--- src/logic/bsom_cfg.svh ---
// Purpose: constants for the bridge short and open-load monitor
// Assumes: clk_sys at 25 MHz
// Notes: times in ns, cycle counts derived and rounded up
`ifndef BSOM_CFG_SVH
`define BSOM_CFG_SVH
`define BSOM_CLK_NS 40
`define BSOM_FILT0_NS 100
`define BSOM_FILT1_NS 1000
`define BSOM_FILT2_NS 2000
`define BSOM_FILT3_NS 3000
`define BSOM_BLANK_NORM_NS 750
`define BSOM_BLANK_HIGH_NS 1500
`define BSOM_CYC(ns) (((ns) + `BSOM_CLK_NS - 1) / `BSOM_CLK_NS)
`define BSOM_RETRIES 3
`define BSOM_FILTER_RESET 2'h1
`define BSOM_LS_LEVEL_MIN 4'h4
`define BSOM_HS_LEVEL_MIN 4'h2
`define BSOM_OTP_LS_LOW 4'h6
`define BSOM_OTP_LS_HIGH 4'hC
`define BSOM_CNT_W 8
`endif

--- src/logic/bsom_pkg.sv ---
// Purpose: types for the bridge short and open-load monitor
// Assumes: nothing
// Notes: shared by both design files
package bsom_pkg;
  typedef enum logic [1:0] {
    BSOM_RUN = 2'b00,
    BSOM_BLANK = 2'b01,
    BSOM_RETRY = 2'b10,
    BSOM_LATCHED = 2'b11
  } bsom_state_t;
endpackage : bsom_pkg

--- src/logic/bsom_monitor.sv ---
// Purpose: short and open-load supervision for bridges A and B
// Assumes: comparators are asynchronous pins, synchronised here
// Notes: level codes are passed to the analog comparators
//------------------------------------------------------------
//------------------------------------------------------------
`timescale 1ns/10ps
`include "bsom_cfg.svh"
module bsom_monitor (
  // clock and reset
  input wire logic clk_sys,
  input wire logic nrst,
  // configuration
  input wire logic drv_enable,
  input wire logic [1:0] short_filter,
  input wire logic short_delay_high,
  input wire logic [3:0] lowside_overcurrent_level,
  input wire logic [3:0] highside_ground_short_level,
  input wire logic level_write,
  input wire logic otp_ls_high,
  input wire logic [3:0] otp_hs_level,
  input wire logic disable_supply_short_check,
  input wire logic disable_ground_short_check,
  // analog side
  input wire logic cmp_gnd_a,
  input wire logic cmp_sup_a,
  input wire logic cmp_gnd_b,
  input wire logic cmp_sup_b,
  input wire logic switch_a,
  input wire logic switch_b,
  input wire logic reg_miss_a,
  input wire logic reg_miss_b,
  input wire logic standstill,
  // outputs
  output logic bridge_a_on,
  output logic bridge_b_on,
  output logic [3:0] ls_level_out,
  output logic [3:0] hs_level_out,
  output logic bridge_a_ground_fault,
  output logic bridge_b_ground_fault,
  output logic bridge_a_supply_fault,
  output logic bridge_b_supply_fault,
  output logic open_load_a,
  output logic open_load_b
);
  import bsom_pkg::*;
  typedef struct packed {
    logic [3:0] s1;
    logic [3:0] s2;
    logic [3:0] ls;
    logic [3:0] hs;
    logic otp_done;
    logic ola;
    logic olb;
  } bsom_top_t;
  bsom_top_t t_q, t_d;
  logic [7:0] filt_cycles, blank_cycles;
  logic gnd_a, sup_a, gnd_b, sup_b;
  //------------------------------------------------------------
  // timing selection
  //------------------------------------------------------------
  // rounded-up counts
  always_comb begin
    case (short_filter)
      2'h0: filt_cycles = 8'(`BSOM_CYC(`BSOM_FILT0_NS));
      2'h1: filt_cycles = 8'(`BSOM_CYC(`BSOM_FILT1_NS));
      2'h2: filt_cycles = 8'(`BSOM_CYC(`BSOM_FILT2_NS));
      default: filt_cycles = 8'(`BSOM_CYC(`BSOM_FILT3_NS));
    endcase
    blank_cycles = short_delay_high ? 8'(`BSOM_CYC(`BSOM_BLANK_HIGH_NS)) : 8'(`BSOM_CYC(`BSOM_BLANK_NORM_NS));
  end
  //------------------------------------------------------------
  // state update
  //------------------------------------------------------------
  always_comb begin
    t_d = t_q;
    // two-stage synchronisers, second stage only read
    t_d.s1 = {cmp_gnd_a, cmp_sup_a, cmp_gnd_b, cmp_sup_b};
    t_d.s2 = t_q.s1;
    // OTP reset value caught after release
    if (!t_q.otp_done) begin
      t_d.otp_done = 1'b1;
      t_d.ls = otp_ls_high ? `BSOM_OTP_LS_HIGH : `BSOM_OTP_LS_LOW;
      t_d.hs = (otp_hs_level < `BSOM_HS_LEVEL_MIN) ? `BSOM_HS_LEVEL_MIN : otp_hs_level;
    end else if (level_write) begin
      t_d.ls = (lowside_overcurrent_level < `BSOM_LS_LEVEL_MIN) ? `BSOM_LS_LEVEL_MIN : lowside_overcurrent_level;
      t_d.hs = (highside_ground_short_level < `BSOM_HS_LEVEL_MIN) ? `BSOM_HS_LEVEL_MIN
               : highside_ground_short_level;
    end
    if (!standstill) begin
      t_d.ola = reg_miss_a;
      t_d.olb = reg_miss_b;
    end
  end
  always_ff @(posedge clk_sys) begin
    if (!nrst) t_q <= '0;
    else t_q <= t_d;
  end
  assign gnd_a = t_q.s2[3] & ~disable_ground_short_check;
  assign gnd_b = t_q.s2[1] & ~disable_ground_short_check;
  assign sup_a = t_q.s2[2] & ~disable_supply_short_check;
  assign sup_b = t_q.s2[0] & ~disable_supply_short_check;
  //------------------------------------------------------------
  // bridges
  //------------------------------------------------------------
  // independent bridges
  bsom_bridge u_br_a (
    .clk_sys(clk_sys),
    .nrst(nrst),
    .drv_enable(drv_enable),
    .switch_event(switch_a),
    .filt_cycles(filt_cycles),
    .blank_cycles(blank_cycles),
    .gnd_short_in(gnd_a),
    .sup_short_in(sup_a),
    .bridge_on(bridge_a_on),
    .ground_fault(bridge_a_ground_fault),
    .supply_fault(bridge_a_supply_fault)
  );
  bsom_bridge u_br_b (
    .clk_sys(clk_sys),
    .nrst(nrst),
    .drv_enable(drv_enable),
    .switch_event(switch_b),
    .filt_cycles(filt_cycles),
    .blank_cycles(blank_cycles),
    .gnd_short_in(gnd_b),
    .sup_short_in(sup_b),
    .bridge_on(bridge_b_on),
    .ground_fault(bridge_b_ground_fault),
    .supply_fault(bridge_b_supply_fault)
  );
  assign open_load_a = t_q.ola;
  assign open_load_b = t_q.olb;
  assign ls_level_out = t_q.ls;
  assign hs_level_out = t_q.hs;
  //------------------------------------------------------------
  // checks
  //------------------------------------------------------------
  property p_ls_range;
    @(posedge clk_sys) disable iff (!nrst) t_q.otp_done |-> ls_level_out >= `BSOM_LS_LEVEL_MIN;
  endproperty
  a_ls_range: assert property (p_ls_range) else $error("low-side level below 4");
  property p_hs_range;
    @(posedge clk_sys) disable iff (!nrst) t_q.otp_done |-> hs_level_out >= `BSOM_HS_LEVEL_MIN;
  endproperty
  a_hs_range: assert property (p_hs_range) else $error("high-side level below 2");
  property p_sup_off;
    @(posedge clk_sys) disable iff (!nrst)
      disable_supply_short_check |=> !$rose(bridge_a_supply_fault) && !$rose(bridge_b_supply_fault);
  endproperty
  a_sup_off: assert property (p_sup_off) else $error("supply check not disabled");
  property p_gnd_off;
    @(posedge clk_sys) disable iff (!nrst)
      disable_ground_short_check |=> !$rose(bridge_a_ground_fault) && !$rose(bridge_b_ground_fault);
  endproperty
  a_gnd_off: assert property (p_gnd_off) else $error("ground check not disabled");
  property p_stst_hold;
    @(posedge clk_sys) disable iff (!nrst) standstill |=> $stable(open_load_a) && $stable(open_load_b);
  endproperty
  a_stst_hold: assert property (p_stst_hold) else $error("open load changed at standstill");
  property p_ol_follow;
    @(posedge clk_sys) disable iff (!nrst) !standstill && reg_miss_a |=> open_load_a;
  endproperty
  a_ol_follow: assert property (p_ol_follow) else $error("open load a missed");
  property p_a_only;
    @(posedge clk_sys) disable iff (!nrst) $rose(bridge_a_ground_fault) && !gnd_b |-> !$rose(bridge_b_ground_fault);
  endproperty
  a_a_only: assert property (p_a_only) else $error("bridge b flagged by a");
  property p_b_only;
    @(posedge clk_sys) disable iff (!nrst) $rose(bridge_b_supply_fault) && !sup_a |-> !$rose(bridge_a_supply_fault);
  endproperty
  a_b_only: assert property (p_b_only) else $error("bridge a flagged by b");
  //------------------------------------------------------------
  // level and status checks
  //------------------------------------------------------------
  property p_otp_ls;
    @(posedge clk_sys) disable iff (!nrst)
      !t_q.otp_done |=> ls_level_out == ($past(otp_ls_high) ? `BSOM_OTP_LS_HIGH : `BSOM_OTP_LS_LOW);
  endproperty
  a_otp_ls: assert property (p_otp_ls) else $error("low-side level missed its OTP value");
  property p_ls_take;
    @(posedge clk_sys) disable iff (!nrst)
      t_q.otp_done && level_write && lowside_overcurrent_level >= `BSOM_LS_LEVEL_MIN
        |=> ls_level_out == $past(lowside_overcurrent_level);
  endproperty
  a_ls_take: assert property (p_ls_take) else $error("low-side level write lost");
  property p_ls_clamp;
    @(posedge clk_sys) disable iff (!nrst)
      t_q.otp_done && level_write && lowside_overcurrent_level < `BSOM_LS_LEVEL_MIN
        |=> ls_level_out == `BSOM_LS_LEVEL_MIN;
  endproperty
  a_ls_clamp: assert property (p_ls_clamp) else $error("low-side level not clamped");
  property p_hs_take;
    @(posedge clk_sys) disable iff (!nrst)
      t_q.otp_done && level_write && highside_ground_short_level >= `BSOM_HS_LEVEL_MIN
        |=> hs_level_out == $past(highside_ground_short_level);
  endproperty
  a_hs_take: assert property (p_hs_take) else $error("high-side level write lost");
  property p_hs_clamp;
    @(posedge clk_sys) disable iff (!nrst)
      t_q.otp_done && level_write && highside_ground_short_level < `BSOM_HS_LEVEL_MIN
        |=> hs_level_out == `BSOM_HS_LEVEL_MIN;
  endproperty
  a_hs_clamp: assert property (p_hs_clamp) else $error("high-side level not clamped");
  property p_ol_drop;
    @(posedge clk_sys) disable iff (!nrst) !standstill && !reg_miss_b |=> !open_load_b;
  endproperty
  a_ol_drop: assert property (p_ol_drop) else $error("open load b stuck");
  c_fault_a: cover property (@(posedge clk_sys) disable iff (!nrst) $rose(bridge_a_supply_fault));
  c_open_b: cover property (@(posedge clk_sys) disable iff (!nrst) $rose(open_load_b));
  c_reenable: cover property (@(posedge clk_sys) disable iff (!nrst) bridge_a_ground_fault ##1 !drv_enable);
endmodule : bsom_monitor

--- src/logic/bsom_bridge.sv ---
// Purpose: short qualification, retry and latch for one bridge
// Assumes: comparator inputs already synchronised
// Notes: one instance per bridge
`timescale 1ns/10ps
`include "bsom_cfg.svh"
module bsom_bridge (
  // clock and reset
  input wire logic clk_sys,
  input wire logic nrst,
  // control
  input wire logic drv_enable,
  input wire logic switch_event,
  input wire logic [7:0] filt_cycles,
  input wire logic [7:0] blank_cycles,
  // qualified comparator levels
  input wire logic gnd_short_in,
  input wire logic sup_short_in,
  // results
  output logic bridge_on,
  output logic ground_fault,
  output logic supply_fault
);
  import bsom_pkg::*;
  typedef struct packed {
    bsom_state_t st;
    logic [7:0] blank;
    logic [7:0] filt;
    logic [1:0] retries;
    logic on;
    logic gf;
    logic sf;
  } bsom_br_t;
  bsom_br_t r_q, r_d;
  logic shorted;
  logic latch_now;
  assign shorted = gnd_short_in | sup_short_in;
  always_comb begin
    r_d = r_q;
    latch_now = 1'b0;
    // spike filter: count persisting indication
    if (shorted && r_q.st == BSOM_RUN) begin
      if (r_q.filt != 8'hFF) r_d.filt = r_q.filt + 8'h01;
    end else begin
      r_d.filt = 8'h00;
    end
    case (r_q.st)
      BSOM_RUN: begin
        r_d.on = 1'b1;
        if (switch_event) begin
          r_d.st = BSOM_BLANK;
          r_d.blank = blank_cycles;
          r_d.filt = 8'h00;
        end else if (shorted && r_q.filt + 8'h01 >= filt_cycles) begin
          if (r_q.retries == 2'(`BSOM_RETRIES)) begin
            latch_now = 1'b1;
            r_d.st = BSOM_LATCHED;
            r_d.on = 1'b0;
            r_d.gf = gnd_short_in;
            r_d.sf = sup_short_in;
          end else begin
            r_d.retries = r_q.retries + 2'h1;
            r_d.st = BSOM_RETRY;
            r_d.on = 1'b0;
            r_d.blank = blank_cycles;
          end
          r_d.filt = 8'h00;
        end
      end
      BSOM_BLANK, BSOM_RETRY: begin
        r_d.on = 1'b1;
        if (r_q.blank <= 8'h01) r_d.st = BSOM_RUN;
        else r_d.blank = r_q.blank - 8'h01;
      end
      BSOM_LATCHED: begin
        r_d.on = 1'b0;
      end
      default: r_d.st = BSOM_RUN;
    endcase
    // disable clears budget and flags
    // a latch confirmed in the clearing cycle wins over the clear
    if (!drv_enable && !latch_now) begin
      r_d = '0;
      r_d.st = BSOM_RUN;
    end
  end
  always_ff @(posedge clk_sys) begin
    if (!nrst) r_q <= '0;
    else r_q <= r_d;
  end
  assign bridge_on = r_q.on;
  assign ground_fault = r_q.gf;
  assign supply_fault = r_q.sf;
  property p_latch_hold;
    @(posedge clk_sys) disable iff (!nrst)
      (r_q.st == BSOM_LATCHED && drv_enable) |=> !bridge_on;
  endproperty
  a_latch_hold: assert property (p_latch_hold) else $error("latched bridge turned on");
  property p_flag_needs_latch;
    @(posedge clk_sys) disable iff (!nrst)
      $rose(ground_fault) || $rose(supply_fault) |-> r_q.retries == 2'(`BSOM_RETRIES);
  endproperty
  a_flag_needs_latch: assert property (p_flag_needs_latch) else $error("fault flag before retries");
  property p_disable_clears;
    @(posedge clk_sys) disable iff (!nrst)
      !drv_enable && !latch_now |=> (r_q.retries == 2'h0 && !ground_fault && !supply_fault);
  endproperty
  a_disable_clears: assert property (p_disable_clears) else $error("disable did not clear");
  property p_set_wins;
    @(posedge clk_sys) disable iff (!nrst)
      !drv_enable && latch_now |=> ground_fault || supply_fault;
  endproperty
  a_set_wins: assert property (p_set_wins) else $error("clear beat a confirmed short");
  c_latch: cover property (@(posedge clk_sys) disable iff (!nrst) $rose(r_q.st == BSOM_LATCHED));
endmodule : bsom_bridge

--- config.mk ---
export PLATFORM = sky130hd
export DESIGN_NAME = bsom_monitor
export DESIGN_NICKNAME = d
export VERILOG_FILES = /design/src/logic/bsom_pkg.sv /design/src/logic/bsom_monitor.sv /design/src/logic/bsom_bridge.sv
export VERILOG_INCLUDE_DIRS = /design/src /design/src/logic
export SDC_FILE = /design/constraint.sdc
export NUM_CORES = 1
export LEC_CHECK = 0
export BUFFER_PORTS_ARGS = -buffer_cell sky130_fd_sc_hd__buf_4
export CAP_MARGIN = 10
export CORE_MARGIN = 5
export CORE_UTILIZATION = 30
export DETAILED_ROUTE_END_ITERATION = 16
export HOLD_SLACK_MARGIN = 0.1
export PLACE_DENSITY = 0.48
export SETUP_SLACK_MARGIN = 0.2
export SLEW_MARGIN = 20
export SYNTH_ARGS = -nofsm -noshare
export SYNTH_HDL_FRONTEND = slang
export SYNTH_SLANG_ARGS = --single-unit
--- constraint.sdc ---
create_clock -name clk_sys -period 5.4 [get_ports clk_sys]
set_input_delay 0.27 -clock clk_sys [delete_from_list [all_inputs] [get_ports clk_sys]]
set_output_delay 0.27 -clock clk_sys [all_outputs]
set_load 0.01 [all_outputs]
==> summary.log, run 1 <==
qor: timing.unrepaired_setup_endpoints_after_global_routing no
qor: drt.detail_route.drc_violations 0
qor: drt.detailroute.via_count 3,090
qor: synthesis.share_of_synthesized_area_occupied_by_flip_flops_and_latches 35.8%
qor: flow_run.max_cap_viol 0
qor: cts.cts.reportedPaths.clkPinSlew 50 ps
qor: power.switchingPower 289 uW
qor: timing.slew_headroom 39.1%
qor: layout.filler_cell_count 1,228
qor: floorplanning.core_area 12,000 sq um
qor: synthesis.synth-seq-cells 65
qor: cts.post-cts-setup-buffer-count 0
qor: power.total_power 1.15 mW
qor: critical_path.timing.reg2reg.setup_slack 2080 ps
qor: synthesis.synth_edf_count 0
qor: drt.detail_route.vias_per_cell 4.98
qor: drt.ant_nets 0
qor: synthesis.synth_top_cells_by_area sky130_fd_sc_hd__dfxtp_1 (36%), sky130_fd_sc_hd__ha_1 (9.6%), sky130_fd_sc_hd__nor2_1 (5.5%), sky130_fd_sc_hd__a21oi_1 (4.5%), sky130_fd_sc_hd__o21ai_0 (3.9%)
qor: synthesis.syn-cell-area 3630 sq um
qor: power.clkPwrFrac 45.7%
qor: timing.finalCritPeriodShare 61.4%
qor: critical_path.worstPathRequired 5640 ps
qor: power.ir_worst_vdd 0.151 mV
qor: placement.post_dp_hpwl 6.29 mm
qor: timing.final_period_minus_worst_setup_slack 3320 ps
qor: synthesis.synth_xor_area_share 3.86%
qor: global_routing.overflow 0
qor: synthesis.synth-main-ff-cell sky130_fd_sc_hd__dfxtp_1
qor: synthesis.netlist_instances 434
qor: critical_path.startpoint u_br_a.r_q[5]$_SDFF_PP0_
qor: synthesis.yosys.area_share.simple 19.6%
qor: layout.final_nets 529
qor: synthesis.post_synth_top_cells sky130_fd_sc_hd__dfxtp_1 (65), sky130_fd_sc_hd__nor2_1 (53), sky130_fd_sc_hd__a21oi_1 (33), sky130_fd_sc_hd__inv_1 (32)
qor: cts.cts.root.buffer_cell sky130_fd_sc_hd__clkbuf_16
qor: placement.gp_routability_congestion 0.815
qor: floorplanning.vertical_die_dimension 120 microns
qor: placement.numPortBuffers 46
qor: power.total_power_density_per_cell_area 268 nW/um^2
qor: timing.final-max-slew-violation-count 0
qor: power.internal-power 865 uW
qor: synthesis.dominant_combinational_cell_family_by_area_after_synthesis compound AO/OA/AOI/OAI gates
qor: cts.numClockSinks 65
qor: layout.finish.utilization 36.0%
qor: cts.cts-root-to-sink-buffers 2
qor: drt.drtPass1Iterations 4
qor: cts.ctsResizeCount 0
qor: global_routing.grt_pass1_wl 14.4 mm
qor: timing.tns 0 ps
qor: global_routing.initial_antenna_violation_count 0
qor: power.static-leakage-power 1.82 nW
qor: timing.hold_viol_final 0
qor: critical_path.critical_path.startpoint_type register
qor: layout.areaGrowthSynthToFinish 18.5%
qor: synthesis.synth_top_cell_by_area sky130_fd_sc_hd__dfxtp_1
qor: synthesis.synthMostInstantiatedCell sky130_fd_sc_hd__dfxtp_1
qor: layout.antenna-diode-count 0
qor: floorplanning.boundary_pins 47
qor: cts.cts_max_level 3
qor: critical_path.endpoint u_br_a.r_q[16]$_SDFFE_PP0P_
qor: critical_path.worst_reg_to_reg_cells 11
qor: floorplanning.die_width 120 microns
qor: power.power.switching_fraction 25.1%
qor: timing.setup_violations 0
qor: critical_path.regToRegEndpoint u_br_a.r_q[16]$_SDFFE_PP0P_
qor: timing.worst_clk_skew 6.96 ps
qor: global_routing.via_count_of_the_first_global_routing_pass 3,084
qor: synthesis.yosysTopAreaCellShare 35.8%
qor: drt.wl_per_cell 13.5 microns
qor: synthesis.mappedNetlistNets 493
qor: layout.post_route_cells_drive_above_1_share 15.4%
qor: global_routing.grt_max_degree 21
qor: critical_path.critical_path_type register to register
qor: synthesis.synth-compound-area-share 20.9%
qor: floorplanning.floorplan.initialDensity 30.4%
qor: synthesis.synthMuxAreaShare 3.58%
qor: run_status.outcome completed
qor: power.power.share.combinational 10.8%
qor: power.p_seq_share 43.5%
qor: synthesis.yosysWarningCount 0
qor: cts.cts_buffers 9
qor: cts.cts_tree done
qor: hold_path.hold_path.class primary input to register
qor: cts.clock_insertion_delay_worst_skew 330 ps
qor: drt.detail_route.wirelength 8.41 mm
qor: placement.dpl.cell_count 606
qor: floorplanning.die_ar 14,400 sq um
qor: critical_path.worst_ep_arrival_time 3560 ps
qor: timing.max_slew.worst_pin.slew 910 ps
qor: synthesis.synth-adder-area-share 9.65%
qor: synthesis.post_synth_num_cell_types 61
qor: timing.achievable-frequency 301 MHz
qor: critical_path.worst_setup_path_end_kind register
qor: synthesis.per_instance_average_area_after_synthesis 8.37 sq um
qor: drt.drt_iter0_markers 195
qor: critical_path.crit_path_max_fanout 11
qor: cts.hold_buffers 0
qor: synthesis.asyncSetResetFlopFracSynth 0%
qor: layout.layoutNonFillerInstCount 621
qor: critical_path.crit-reg2reg-launch u_br_a.r_q[5]$_SDFF_PP0_
qor: floorplanning.placementRows 40
qor: global_routing.globalRouteTotalUtil 12.3%
flip-flops by register name, indices dropped and copies added, names as in the netlist:
| signal | flops |
|---|---|
| u_br_b.ground_fault | 1 |
| open_load_a | 1 |
| open_load_b | 1 |
| u_br_b.supply_fault | 1 |
| u_br_a.bridge_on | 1 |
| t_d | 4 |
| u_br_b.r_q | 20 |
| hs_level_out | 4 |
| t_q | 5 |
| u_br_a.supply_fault | 1 |
| u_br_a.r_q | 20 |
| ls_level_out | 4 |
| u_br_b.bridge_on | 1 |
| u_br_a.ground_fault | 1 |
placed cells by master (no fill, tap or decap), types with 6 or more instances in the layout:
master | Yosys | routed
sky130_fd_sc_hd__dfxtp_1 | 65 | 65
sky130_fd_sc_hd__o21ai_0 | 28 | 28
sky130_fd_sc_hd__inv_1 | 32 | 32
sky130_fd_sc_hd__a21oi_1 | 33 | 33
sky130_fd_sc_hd__clkbuf_16 | 0 | 9
sky130_fd_sc_hd__and2_1 | 9 | 9
sky130_fd_sc_hd__ha_1 | 28 | 28
sky130_fd_sc_hd__a31oi_1 | 6 | 6
sky130_fd_sc_hd__nand3_1 | 11 | 11
sky130_fd_sc_hd__buf_4 | 8 | 46
sky130_fd_sc_hd__xnor2_1 | 7 | 7
sky130_fd_sc_hd__nor2_1 | 53 | 53
sky130_fd_sc_hd__nand2_1 | 25 | 25
sky130_fd_sc_hd__mux2i_1 | 13 | 13
sky130_fd_sc_hd__xor2_1 | 9 | 9
sky130_fd_sc_hd__nor3_1 | 10 | 10
sky130_fd_sc_hd__a211oi_1 | 7 | 7
sky130_fd_sc_hd__nor2b_1 | 9 | 9
stage by stage:
step / cell area, sq um / hold slack, ps / setup slack, ps
6_report: 4300 / 147 / 2080
5_1_grt: 4300 / 147 / 1800
2_1_floorplan: 3630 / 298 / 2580
3_3_place_gp: 4040 / 423 / 2180
4_1_cts: 4300 / 130 / 2070
3_5_place_dp: 4040 / 422 / 2100
critical path, cell delays in order, from the launching register on:
cell,delay (ps)
sky130_fd_sc_hd__dfxtp_1,450
sky130_fd_sc_hd__ha_1,240
sky130_fd_sc_hd__nand3_1,120
sky130_fd_sc_hd__nor2_1,320
sky130_fd_sc_hd__xor2_1,120
sky130_fd_sc_hd__ha_1,310
sky130_fd_sc_hd__o2111ai_1,130
sky130_fd_sc_hd__o21a_1,220
sky130_fd_sc_hd__a2111o_1,440
sky130_fd_sc_hd__a21oi_2,460
sky130_fd_sc_hd__a31oi_1,150
sky130_fd_sc_hd__a311oi_1,260
how the worst min path moves through the flow:
| stage | from | cells after the start | to | slack [ps] |
|---|---|---|---|---|
| after floorplan | nrst | 0 | t_q[2]$_DFF_P_ | 300 |
| final | cmp_sup_a | 2 | t_d[13]$_SDFF_PN0_ | 150 |
| after detailed placement | t_d[11]$_SDFF_PN0_ | 1 | t_q[11]$_SDFF_PN0_ | 420 |
| after global routing | cmp_sup_b | 2 | t_d[11]$_SDFF_PN0_ | 150 |
| after global placement | t_d[12]$_SDFF_PN0_ | 1 | t_q[12]$_SDFF_PN0_ | 420 |
| after CTS | cmp_sup_a | 2 | t_d[13]$_SDFF_PN0_ | 130 |
power by group through the flow:
stage	registers (mW)	logic [mW]	clock network (mW)
after floorplan	0.510	0.0829	0
after global placement	0.512	0.125	0
after detailed placement	0.512	0.126	0
after CTS	0.502	0.126	0.549
after global routing	0.503	0.141	0.561
final	0.502	0.125	0.527
metal layers:
metal | GRT usage, % | part of all wire [%]
met5 | 0 | 0
met4 | 4.22 | 1.5
met3 | 4.62 | 6.3
met2 | 19.6 | 45
met1 | 15.2 | 48
layout make-up:
type | instances | area (sq um) | share of cell area, %
Clock buffer | 11 | 243 | 5.64
Tap cell | 147 | 184 | 4.27
Sequential cell | 65 | 1300 | 30.2
Clock inverter | 4 | 20.0 | 0.465
Inverter | 32 | 120 | 2.79
Timing Repair Buffer | 46 | 345 | 8.03
Multi-Input combinational cell | 316 | 2090 | 48.6
logic make-up after synthesis:
| group | after synthesis |
|---|---|
| adders and majority gates | 28 |
| and+or+nand+nor | 144 |
| DFF | 65 |
| xor gates and xnor gates | 16 |
| AOI/OAI and AO/OA | 115 |
| muxes | 13 |
| buffers and inverters | 53 |
Power figures use the tool's default switching activity.
==> run 2: changes to the inputs <==
- ABC_AREA: default -> 1
- PLACE_DENSITY: 0.48 -> 0.49
- clock period: 5.4 -> 2.8 ns (I/O delays scaled with it)
==> run 2 against run 1 <==
Effect of this change:
- total power increased by 130%
- non-clock buffer count grew 25
- synthesized cell count grew 24%
- sequential cell count is the same
- count of clock-buffer cells in the layout up 1
- synthesized area grew 7.8%
- clock power increased by 110%
- utilization up 3.5 points
- worst hold slack got worse by 21 ps
- critical path type unchanged
- largest cell class unchanged
==> summary.log, run 2 <==
qor: synthesis.synth-seq-cells 65 [unchanged]
qor: synthesis.yosysTopAreaCellShare 33.2% [-2.6 points]
qor: cts.cts.reportedPaths.clkPinSlew 50 ps [about the same]
qor: timing.hold_viol_final 0 [unchanged]
qor: critical_path.worst_ep_arrival_time 2700 ps [-860 ps]
qor: hold_path.hold_path.class primary input to register
qor: timing.slew_headroom 63.1% [+24 points]
qor: critical_path.critical_path.startpoint_type register
qor: synthesis.synth_edf_count 0 [unchanged]
qor: cts.cts-root-to-sink-buffers 2 [unchanged]
qor: timing.timing.hold.ws 126 ps [-20.9 ps]
qor: global_routing.overflow 0 [unchanged]
qor: timing.max_slew.worst_pin.slew 551 ps [-359 ps]
qor: power.ir_worst_vdd 0.196 mV [+30%]
qor: floorplanning.core_area 12,700 sq um [+6.4%]
qor: timing.final-max-slew-violation-count 0 [unchanged]
qor: global_routing.via_count_of_the_first_global_routing_pass 3,378 [+9.5%]
qor: placement.numPortBuffers 46 [unchanged]
qor: drt.wl_per_cell 11.3 microns [-16%]
qor: critical_path.crit_slowest_cell sky130_fd_sc_hd__dfxtp_4
qor: placement.gp_routability_congestion 0.827 [+1.5%]
qor: synthesis.post_synth_num_cell_types 45 [-26%]
qor: timing.finalCritPeriodShare 87.1% [+26 points]
qor: layout.largest_registers u_br_a.r_q x20, u_br_b.r_q x20, t_q x5
qor: drt.drtPass1Iterations 6 [+2]
qor: critical_path.worst_setup_path_end_kind register
qor: synthesis.synth_top_cells_by_area sky130_fd_sc_hd__dfxtp_1 (33%), sky130_fd_sc_hd__nand2_1 (11%), sky130_fd_sc_hd__ha_1 (8.9%), sky130_fd_sc_hd__inv_1 (8.0%), sky130_fd_sc_hd__nor2_1 (6.9%)
qor: critical_path.critical_path.cell_chain ha_4, nand2_4, nor2_4, nand2_2, xnor2_2, ha_1, inv_1, o21bai_1, nor2_2, nand2_2, nand2_4, nor2_8, nand2_4, a21oi_4, nand2_4, nor2_2
qor: timing.unrepaired_setup_endpoints_after_global_routing yes
qor: layout.layout.cells.most_common_list sky130_fd_sc_hd__nand2_1 (113), sky130_fd_sc_hd__inv_1 (83), sky130_fd_sc_hd__nor2_1 (70)
qor: global_routing.globalRouteTotalUtil 11.5% [-0.82 points]
qor: floorplanning.vertical_die_dimension 124 microns [+3.5%]
qor: layout.areaGrowthSynthToFinish 28.4%
qor: layout.fin_area 5030 sq um [+17%]
qor: global_routing.grt_pass1_wl 15.0 mm [+4.0%]
qor: synthesis.netlist_instances 540 [+24%]
qor: drt.detail_route.drc_violations 0 [unchanged]
qor: critical_path.critical_path_type register to register
qor: synthesis.synth_top_cell_by_area sky130_fd_sc_hd__dfxtp_1
qor: cts.cts_buffers 9 [unchanged]
qor: global_routing.initial_antenna_violation_count 0 [unchanged]
qor: placement.post_dp_cell_area 4400 sq um [+8.8%]
qor: cts.clock_insertion_delay_worst_skew 320 ps [about the same]
qor: critical_path.crit_path_max_fanout 8 [-3]
qor: placement.dpl_worst_slack 116 ps [-1980 ps]
qor: timing.setup_violations 0 [unchanged]
qor: power.static-leakage-power 2.42 nW [+33%]
qor: synthesis.synth-main-ff-cell sky130_fd_sc_hd__dfxtp_1
qor: drt.ant_nets 0 [unchanged]
qor: cts.numClockSinks 65 [unchanged]
qor: synthesis.mappedNetlistNets 599 [+22%]
qor: critical_path.cp_common_cell sky130_fd_sc_hd__nand2_4
qor: floorplanning.floorplan.initialDensity 30.8% [+0.41 points]
qor: critical_path.crit_path_max_incr_delay 360 ps [-100 ps]
qor: cts.cts_max_level 3 [unchanged]
qor: synthesis.per_instance_average_area_after_synthesis 7.25 sq um [-13%]
qor: layout.layout.cells.most_common sky130_fd_sc_hd__nand2_1
qor: global_routing.grt_max_degree 19 [-9.5%]
qor: flow_run.max_cap_viol 0 [unchanged]
qor: placement.post_dp_hpwl 6.61 mm [+5.0%]
qor: drt.drt_iter0_markers 106 [-46%]
qor: floorplanning.boundary_pins 47 [unchanged]
qor: layout.post_route_cells_drive_above_1_share 22.0% [+6.6 points]
qor: cts.cts_tree done
qor: critical_path.worstPathRequired 3060 ps [-2580 ps]
qor: drt.detail_route.vias_per_cell 4.45 [-11%]
qor: synthesis.syn-cell-area 3920 sq um [+7.8%]
qor: synthesis.yosysWarningCount 0 [unchanged]
qor: synthesis.share_of_synthesized_area_occupied_by_flip_flops_and_latches 33.2% [-2.6 points]
qor: timing.worst_clk_skew 3.10 ps [-3.86 ps]
qor: run_status.outcome completed
qor: floorplanning.placementRows 41 [+2.5%]
qor: cts.cts.root.buffer_cell sky130_fd_sc_hd__clkbuf_16
qor: floorplanning.die_ar 15,400 sq um [+7.1%]
qor: timing.achievable-frequency 410 MHz [+36%]
qor: floorplanning.die_width 124 microns [+3.5%]
qor: timing.final_critical_path_setup_slack 362 ps [-1720 ps]
qor: layout.antenna-diode-count 0 [unchanged]
qor: power.total_power_density_per_cell_area 522 nW/um^2 [+94%]
qor: drt.detailroute.via_count 3,491 [+13%]
qor: timing.tns 0 ps [unchanged]
qor: synthesis.synthMostInstantiatedCell sky130_fd_sc_hd__nand2_1
qor: synthesis.asyncSetResetFlopFracSynth 0% [unchanged]
qor: timing.final_period_minus_worst_setup_slack 2440 ps [-880 ps]
qor: drt.detail_route.wirelength 8.90 mm [+5.8%]
qor: synthesis.post_synth_top_cells sky130_fd_sc_hd__nand2_1 (118), sky130_fd_sc_hd__inv_1 (83), sky130_fd_sc_hd__nor2_1 (72), sky130_fd_sc_hd__dfxtp_1 (65), sky130_fd_sc_hd__ha_1 (28)
qor: layout.final_nets 668 [+26%]
-- run 2: cell types whose count changed after synthesis, moves of 11 or more --
| cell | before | now |
|---|---|---|
| sky130_fd_sc_hd__inv_1 | 32 | 83 |
| sky130_fd_sc_hd__o21ai_0 | 28 | 17 |
| sky130_fd_sc_hd__nor2_1 | 53 | 72 |
| sky130_fd_sc_hd__nand3_1 | 11 | 25 |
| sky130_fd_sc_hd__nand2_1 | 25 | 118 |
| sky130_fd_sc_hd__mux2i_1 | 13 | 2 |
| sky130_fd_sc_hd__a21oi_1 | 33 | 15 |
-- run 2: final cells by class --
cell class,instances,area (sq um)
sequential,65,1310
clock buffer,12,256
tap,172,215
fill,1332,7690
clock inverter,3,40.0
multi-input combinational,377,2290
inverter,85,319
timing repair buffer,71,591
-- run 2: logic make-up (layout without fill, tap and decap cells) --
kind of cell	after synthesis	count (layout)	synth area share [%]
buffers and inverters	98	171	10.5
XOR/XNOR	17	17	3.80
multiplexers	2	2	0.511
flip-flops	65	65	33.2
AND/OR/NAND/NOR	270	270	32.6
adder cells (fa/ha/maj)	28	28	8.95
AO/OA/AOI/OAI	60	60	10.4
-- run 2: through the flow --
step           power, mW  std cells  utilization, %
2_1_floorplan       1.36        540               -
3_3_place_gp        1.49        747            34.6
3_5_place_dp        1.49        747            34.6
4_1_cts             2.66        780            38.4
5_1_grt             2.77        785            39.5
6_report            2.62        785            39.5
-- run 2: final timing paths --
path / from / slack (ps) / cells past startpoint / to
min reg2reg: t_d[11]$_SDFF_PN0_ / 420 / 2 / t_q[11]$_SDFF_PN0_
max reg2reg: u_br_b.r_q[6]$_SDFF_PP0_ / 360 / 16 / u_br_b.r_q[10]$_SDFF_PP0_
min: otp_hs_level[3] / 130 / 5 / hs_level_out[3]$_SDFFE_PN0P_
max: u_br_b.r_q[6]$_SDFF_PP0_ / 360 / 16 / u_br_b.r_q[10]$_SDFF_PP0_
-- run 2: report_power, final --
part / leakage, nW / switching (mW) / internal (mW)
Combinational: 1.74 / 0.298 / 0.216
Sequential: 0.533 / 0.0221 / 0.962
Clock: 0.148 / 0.394 / 0.729
-- run 2: per-layer routing --
metal,global-route usage [%],up-vias,wire length (microns)
met5,0,-,0
met4,4.13,0,131
met3,3.82,10,507
met2,19.4,77,4230
met1,13.5,1557,4030
li1,-,1847,-
-- run 2: what timing repair did --
action / 4_1_cts / 5_1_grt
endpoints found under the setup margin: 24 / 46
hold buffers: 15 / 0
gates resized for setup: 3 / 26
endpoints found under the hold margin: 10 / 0
buffers inserted: 3 / 5
pin swaps: 3 / 12
-- run 2: worst max-delay path, delay by kind of cell, from the launching register on --
kind | cells | cell delay, ps
and+or+nand+nor | 10 | 990
adders and majority gates | 2 | 450
AOI/OAI and AO/OA | 2 | 390
xor gates and xnor gates | 1 | 140
DFF | 1 | 360
buffers and inverters | 1 | 40
